File: config.mk
export PLATFORM = sky130hd
export DESIGN_NAME = interleaved_phase_clock_manager
export DESIGN_NICKNAME = d
export VERILOG_FILES = /design/src/core/phase_clock_pkg.sv /design/src/core/interleaved_phase_clock_manager.sv
export SDC_FILE = /design/constraint.sdc
export NUM_CORES = 1
export LEC_CHECK = 0
export BUFFER_PORTS_ARGS = -buffer_cell sky130_fd_sc_hd__buf_4
export CAP_MARGIN = 0
export CORE_UTILIZATION = 39
export DETAILED_ROUTE_END_ITERATION = 8
export GPL_ROUTABILITY_DRIVEN = 0
export HOLD_SLACK_MARGIN = 0.02
export SYNTH_ARGS = -nofsm -noshare
export SYNTH_HDL_FRONTEND = slang
export SYNTH_SLANG_ARGS = --single-unit
File: constraint.sdc
create_clock -name mclk -period 4 [get_ports mclk]
set_input_delay 0.8 -clock mclk [delete_from_list [all_inputs] [get_ports mclk]]
set_output_delay 0.8 -clock mclk [all_outputs]
set_load 0.005 [all_outputs]
File: src/core/phase_clock_pkg.sv
// constants shared by the interleaved phase clock manager
// Functional notes
// - turnaround high on upper, low on lower
// - each turnaround pulse toggles selected phase
// - pulse sets latch, clock on falling edge
// - phase clock held until driver rises
// - extend discharge until selected driver turns high
// - block turn-on while coil still demagnetising, unless watchdog has set the latch
// - skip cycles while lower clamp engaged
// - force fold-back low during startup
// - watchdog sets zero-current latch after long off
package phase_clock_pkg;
   localparam int unsigned CLK_FREQ_HZ       = 125_000_000;  // mclk rate
   localparam int unsigned WATCHDOG_US       = 200;          // driver-low watchdog, microseconds
   localparam int unsigned WATCHDOG_CYCLES   = (WATCHDOG_US * (CLK_FREQ_HZ / 1_000_000));
   localparam int unsigned WDOG_W            = 16;           // counter width, fits 25000
   localparam logic        PHASE_SEL_RESET   = 1'b0;         // phase a after reset
   localparam int unsigned SYNC_STAGES       = 2;            // synchroniser depth
endpackage

File: src/core/interleaved_phase_clock_manager.sv
// interleaved two-phase clock manager: phase alternation, clock latches, discharge hold, skip
`timescale 1ns/1ps
module interleaved_phase_clock_manager
   import phase_clock_pkg::*;
#(
   parameter int unsigned WATCHDOG_LIMIT = WATCHDOG_CYCLES  // shortenable for simulation
)(
   input  wire logic mclk,
   input  wire logic reset_n,
   input  wire logic osc_above_upper,     // timing level above upper threshold
   input  wire logic osc_below_lower,     // timing level below lower threshold
   input  wire logic demag_a_pending,     // phase a coil still demagnetising
   input  wire logic demag_b_pending,     // phase b coil still demagnetising
   input  wire logic driver_a,            // phase a gate driver state
   input  wire logic driver_b,            // phase b gate driver state
   input  wire logic lower_clamp_active,  // error amp at minimum clamp
   input  wire logic startup,             // startup phase in progress
   output logic      turnaround,          // oscillator turnaround pulse
   output logic      discharge_hold,      // keep discharging past lower threshold
   output logic      phase_sel,           // 0 selects phase a, 1 phase b
   output logic      phase_a_clock,       // phase a clock
   output logic      phase_b_clock,       // phase b clock
   output logic      set_pwm_a,           // set request to phase a pwm latch
   output logic      set_pwm_b,           // set request to phase b pwm latch
   output logic      zero_current_latch_a,// phase a zero-current latch
   output logic      zero_current_latch_b,// phase b zero-current latch
   output logic      foldback_force_low   // pull fold-back input down
);

   ////////////////////////////////////////////////////////////////////////////
   // input synchronisers: first stage read only by the second
   logic [SYNC_STAGES-1:0] up_s_q;     // upper threshold chain
   logic [SYNC_STAGES-1:0] lo_s_q;     // lower threshold chain
   logic [SYNC_STAGES-1:0] za_s_q;     // demag a chain
   logic [SYNC_STAGES-1:0] zb_s_q;     // demag b chain
   logic [SYNC_STAGES-1:0] da_s_q;     // driver a chain
   logic [SYNC_STAGES-1:0] db_s_q;     // driver b chain
   logic                   up_i;       // synchronised upper
   logic                   lo_i;       // synchronised lower
   logic                   za_i;       // synchronised demag a
   logic                   zb_i;       // synchronised demag b
   logic                   da_i;       // synchronised driver a
   logic                   db_i;       // synchronised driver b

   // two-flop chains for the oscillator, demag and driver levels
   always_ff @(posedge mclk or negedge reset_n)
   begin
      if (!reset_n)
      begin
         up_s_q <= '0;
         lo_s_q <= '0;
         za_s_q <= '0;
         zb_s_q <= '0;
         da_s_q <= '0;
         db_s_q <= '0;
      end
      else
      begin
         up_s_q <= {up_s_q[0], osc_above_upper};
         lo_s_q <= {lo_s_q[0], osc_below_lower};
         za_s_q <= {za_s_q[0], demag_a_pending};
         zb_s_q <= {zb_s_q[0], demag_b_pending};
         da_s_q <= {da_s_q[0], driver_a};
         db_s_q <= {db_s_q[0], driver_b};
      end
   end

   assign up_i = up_s_q[SYNC_STAGES-1];
   assign lo_i = lo_s_q[SYNC_STAGES-1];
   assign za_i = za_s_q[SYNC_STAGES-1];
   assign zb_i = zb_s_q[SYNC_STAGES-1];
   assign da_i = da_s_q[SYNC_STAGES-1];
   assign db_i = db_s_q[SYNC_STAGES-1];

   ////////////////////////////////////////////////////////////////////////////
   // turnaround comparator with hysteresis
   logic turn_q;    // turnaround pulse state
   logic turn_d;    // next turnaround state
   logic turn_dly_q;// previous turnaround for edges
   logic da_dly_q;  // previous driver a
   logic db_dly_q;  // previous driver b
   logic turn_rise; // turnaround rising edge
   logic turn_fall; // turnaround falling edge
   logic da_rise;   // driver a turned on
   logic db_rise;   // driver b turned on
   logic sel_drv;   // selected driver level

   assign sel_drv = phase_sel ? db_i : da_i;

   // charge ends at upper; discharge ends below lower, held while selected
   // driver is still off so the branches stay half a period apart
   always_comb
   begin
      turn_d = turn_q;
      if (!turn_q && up_i)
         turn_d = 1'b1;
      else if (turn_q && lo_i && !discharge_hold)
         turn_d = 1'b0;
   end

   // hold only when the pending clock of the served phase is unanswered
   assign discharge_hold = lo_i && (phase_sel ? phase_b_clock : phase_a_clock)
                           && !sel_drv;

   always_ff @(posedge mclk or negedge reset_n)
   begin
      if (!reset_n)
      begin
         turn_q     <= 1'b0;
         turn_dly_q <= 1'b0;
         da_dly_q   <= 1'b0;
         db_dly_q   <= 1'b0;
      end
      else
      begin
         turn_q     <= turn_d;
         turn_dly_q <= turn_q;
         da_dly_q   <= da_i;
         db_dly_q   <= db_i;
      end
   end

   assign turnaround = turn_q;
   assign turn_rise  = turn_q && !turn_dly_q;
   assign turn_fall  = !turn_q && turn_dly_q;
   assign da_rise    = da_i && !da_dly_q;
   assign db_rise    = db_i && !db_dly_q;

   ////////////////////////////////////////////////////////////////////////////
   // divide-by-two phase selector, first pulse serves phase a
   logic sel_q; // phase currently served
   logic arm_a_q; // latch set by turnaround, awaiting falling edge
   logic arm_b_q;

   // selector advances after each pulse's falling edge so the pulse
   // and its clock belong to the same phase
   always_ff @(posedge mclk or negedge reset_n)
   begin
      if (!reset_n)
         sel_q <= PHASE_SEL_RESET;
      else if (turn_fall)
         sel_q <= ~sel_q;
   end

   assign phase_sel = sel_q;

   // clock latches: set by pulse, clock appears on falling edge,
   // cleared by the driver's rising edge; set wins over clear
   always_ff @(posedge mclk or negedge reset_n)
   begin
      if (!reset_n)
      begin
         arm_a_q       <= 1'b0;
         arm_b_q       <= 1'b0;
         phase_a_clock <= 1'b0;
         phase_b_clock <= 1'b0;
      end
      else
      begin
         if (turn_rise && !sel_q && !lower_clamp_active)
            arm_a_q <= 1'b1;
         else if (turn_fall)
            arm_a_q <= 1'b0;
         if (turn_rise && sel_q && !lower_clamp_active)
            arm_b_q <= 1'b1;
         else if (turn_fall)
            arm_b_q <= 1'b0;
         if (turn_fall && arm_a_q)
            phase_a_clock <= 1'b1;
         else if (da_rise)
            phase_a_clock <= 1'b0;
         if (turn_fall && arm_b_q)
            phase_b_clock <= 1'b1;
         else if (db_rise)
            phase_b_clock <= 1'b0;
      end
   end

   ////////////////////////////////////////////////////////////////////////////
   // zero-current latches with off-time watchdog
   logic [WDOG_W-1:0] wd_a_q; // driver a off-time count
   logic [WDOG_W-1:0] wd_b_q; // driver b off-time count
   logic              wd_a_hit;
   logic              wd_b_hit;

   assign wd_a_hit = (wd_a_q >= WDOG_W'(WATCHDOG_LIMIT));
   assign wd_b_hit = (wd_b_q >= WDOG_W'(WATCHDOG_LIMIT));

   // counts saturate so a long idle cannot wrap back below the limit
   always_ff @(posedge mclk or negedge reset_n)
   begin
      if (!reset_n)
      begin
         wd_a_q <= '0;
         wd_b_q <= '0;
      end
      else
      begin
         if (da_i)
            wd_a_q <= '0;
         else if (!wd_a_hit)
            wd_a_q <= wd_a_q + WDOG_W'(1);
         if (db_i)
            wd_b_q <= '0;
         else if (!wd_b_hit)
            wd_b_q <= wd_b_q + WDOG_W'(1);
      end
   end

   // latch sets on core reset or watchdog, clears when driver turns on;
   // either set needs the driver off: the watchdog count is still saturated
   // on the turn-on cycle and would otherwise keep the latch set for good
   always_ff @(posedge mclk or negedge reset_n)
   begin
      if (!reset_n)
      begin
         zero_current_latch_a <= 1'b0;
         zero_current_latch_b <= 1'b0;
      end
      else
      begin
         if ((!za_i || wd_a_hit) && !da_i)
            zero_current_latch_a <= 1'b1;
         else if (da_rise)
            zero_current_latch_a <= 1'b0;
         if ((!zb_i || wd_b_hit) && !db_i)
            zero_current_latch_b <= 1'b1;
         else if (db_rise)
            zero_current_latch_b <= 1'b0;
      end
   end

   ////////////////////////////////////////////////////////////////////////////
   // pwm set gating: no turn-on into a demagnetising coil unless the watchdog has set the latch
   assign set_pwm_a = phase_a_clock && zero_current_latch_a && !lower_clamp_active;
   assign set_pwm_b = phase_b_clock && zero_current_latch_b && !lower_clamp_active;

   // fold-back disabled for the whole startup period
   assign foldback_force_low = startup;

endmodule

==> metrics.cfg <==
[run_status]
status=complete, no violations

[synthesis]
syn_area_per_cell_um2=10.7
synth_top_cell_area_share=0.549
synth_warnings=0
ys.flop_type=dfrtp_1
ys_types=45
yosys-top-cells-area=dfrtp_1, xnor2_1, nor2_1, a21oi_1, nand2_1
synth_mux_area_frac=0.0125
synth_seq_area_share=0.549
synthXorXnorAreaFrac=0.0698
synthArstFlopShare=1.00
synth_top_family_by_area=simple AND/OR/NAND/NOR gates
synth-edff-count=0
synth-simple-area-share=0.180
synth.most_common_cell=dfrtp_1
synth_compound_area_frac=0.137
syn_area_um2=2510
synth_top_area_cell=dfrtp_1
postSynthCellCount=235
synth_seq_cells=55
synth_commonest_cells=dfrtp_1, nor2_1, xnor2_1
synth_fa_ha_area_frac=0.0200
syn_nets=249

[floorplan]
io_pins=20
dieArea_um2=6760
dieHeight_um=82.2
dieWidth_um=82.2
rows=28
coreArea_um2=6060
floorplan.initialDensity=0.414

[worst_setup_path]
crit_type=flop to output pin
worstPathRequired_ps=3200
crit_fanout=21
worstPathArrival_ps=1620
start_kind=flop
end_kind=output pin

[sta]
worstMarginPinSlew_ps=675
setup_viol_count_final=0
whs_ps=354
fmax_mhz=413
final_hold_viol_count=0
grt_setup_unrepaired=no
min_period_ps=2420
finalSetupTns_ps=0
slew_headroom=0.550
finClkSkew_ps=9.71
fin_crit_sh=0.606
slew_viol_final=0

[grt]
grt_pass1_wl_um=7650
grt-ovfl-total=0
grt_pass1_vias=1697
grt_antenna_before_repair=0
grtUsageTotal=0.150
grt_use_met1=0.199
globalRoute.busiestLayer=met2
gr-usage-met3=0.0330
gr-usage-met2=0.238
grt_max_degree=56

[routing]
finalWirelength_um=4460
wl_per_cell_um=13.6
first_pass_iters=4
viasPerCell=5.17
drc=0
num_vias=1697
antenna_left=0
first_iter_violations=94

[finish]
nets=266
drive_gt1_frac=0.150
diodes=0
area_delta_synth_final_pct=11.0

[clock_network]
htreeDepth=2
ctsHoldBuffers=0
cts_tree=done
clock_sinks=55
post_cts_buffers=0
cts_root_buffer=clkbuf_8
clk_path_buf_depth=2
cts_buffers=5
clkSlewWorstSetupHoldPaths_ps=90
clk_latency_ps=320
cts_resized=0

[min_path]
min_path_type=flop to flop

[power]
powerDensity_nw_per_um2=400
irDropWorstVdd_mv=0.322
p_leak_nw=1.16

[placement]
io_buffer_count=17
place_hpwl_um=2960

[job]
drv_cap=0

worst paths after layout:
kind / from / endpoint / slack, ps / cells past startpoint
worst max-delay path: da_s_q[1]$_DFF_PN0_ / discharge_hold / 1580 / 4
worst min register to register: za_s_q[0]$_DFF_PN0_ / za_s_q[1]$_DFF_PN0_ / 350 / 0
worst min-delay path: za_s_q[0]$_DFF_PN0_ / za_s_q[1]$_DFF_PN0_ / 350 / 0
min in group asynchronous: reset_n / wd_b_q[7]$_DFFE_PN0P_ / 520 / 1
max in group asynchronous: reset_n / zb_s_q[1]$_DFF_PN0_ / 3030 / 1
worst max register to register: wd_a_q[7]$_DFFE_PN0P_ / wd_a_q[11]$_DFFE_PN0P_ / 2000 / 5
metal layers:
metal,wire length (um),part of all wire
met1,2300,0.52
met2,1960,0.44
met3,123,0.028
met4,70,0.016
met5,0,0
kinds of logic after synthesis:
logic type	Yosys count
DFF	55
and+or+nand+nor	86
buffers and inverters	19
AOI/OAI and AO/OA	48
adders and majority gates	4
muxes	3
xor gates and xnor gates	20
power by group:
part	leakage (nW)	internal [W]	switching (W)
registers	0.713	0.000603	0.0000556
clock network	0.0408	0.000126	0.000193
logic	0.403	0.0000737	0.0000624
cell usage in the layout (no fill, tap or decap), types with 2 or more instances in the layout:
cell type and n:
clkbuf_8 5, and3_1 3, nor2b_1 4, clkinvlp_4 2, o211ai_1 3, nor3_2 4, nand4_1 6, buf_4 17
o21ai_0 5, a211oi_2 3, a21boi_1 4, ha_1 4, nor3b_1 2, a32oi_1 2, nor2_1 31, or4_1 3
nand3_1 7, mux2i_1 2, a31oi_1 4, nand2_1 15, or3_1 2, xnor2_1 19, dfrtp_1 55, o31ai_1 3
a21oi_1 16, inv_1 12
through the flow:
step	power, W	cell area (um^2)	utilization	worst slack (ps)	instances
6_report	0.00111	2790	0.460	1580	328
5_1_grt	0.00117	2790	0.460	1420	328
4_1_cts	0.00113	2790	0.460	1540	328
3_5_place_dp	0.000809	2690	0.444	1900	320
3_3_place_gp	0.000806	2690	0.444	1890	320
2_1_floorplan	0.000729	2510	-	2180	235
worst max-delay path, cell delays in order (launching register included):
cell and delay, ps:
dfrtp_1 790, nor2_1 110, a32oi_1 210, nor2b_1 70, buf_4 140
flip-flops by register name, indices dropped and copies added, names as in the netlist:
name                  count
arm_b_q                   1
lo_s_q                    2
zero_current_latch_b      1
wd_a_q                   16
zero_current_latch_a      1
arm_a_q                   1
phase_sel                 1
phase_b_clock             1
phase_a_clock             1
db_dly_q                  1
za_s_q                    2
turnaround                1
da_dly_q                  1
turn_dly_q                1
zb_s_q                    2
db_s_q                    2
up_s_q                    2
da_s_q                    2
wd_b_q                   16
area by class of cell:
type                       count  area, um^2
multi-input combinational    161        1050
timing repair buffer          17         128
inverter                      12        45.0
clock buffer                   5        68.8
sequential                    55        1380
clock inverter                 3        23.8
tap                           75        93.8
fill                         566        3280
(Power assumes the default switching activity.)
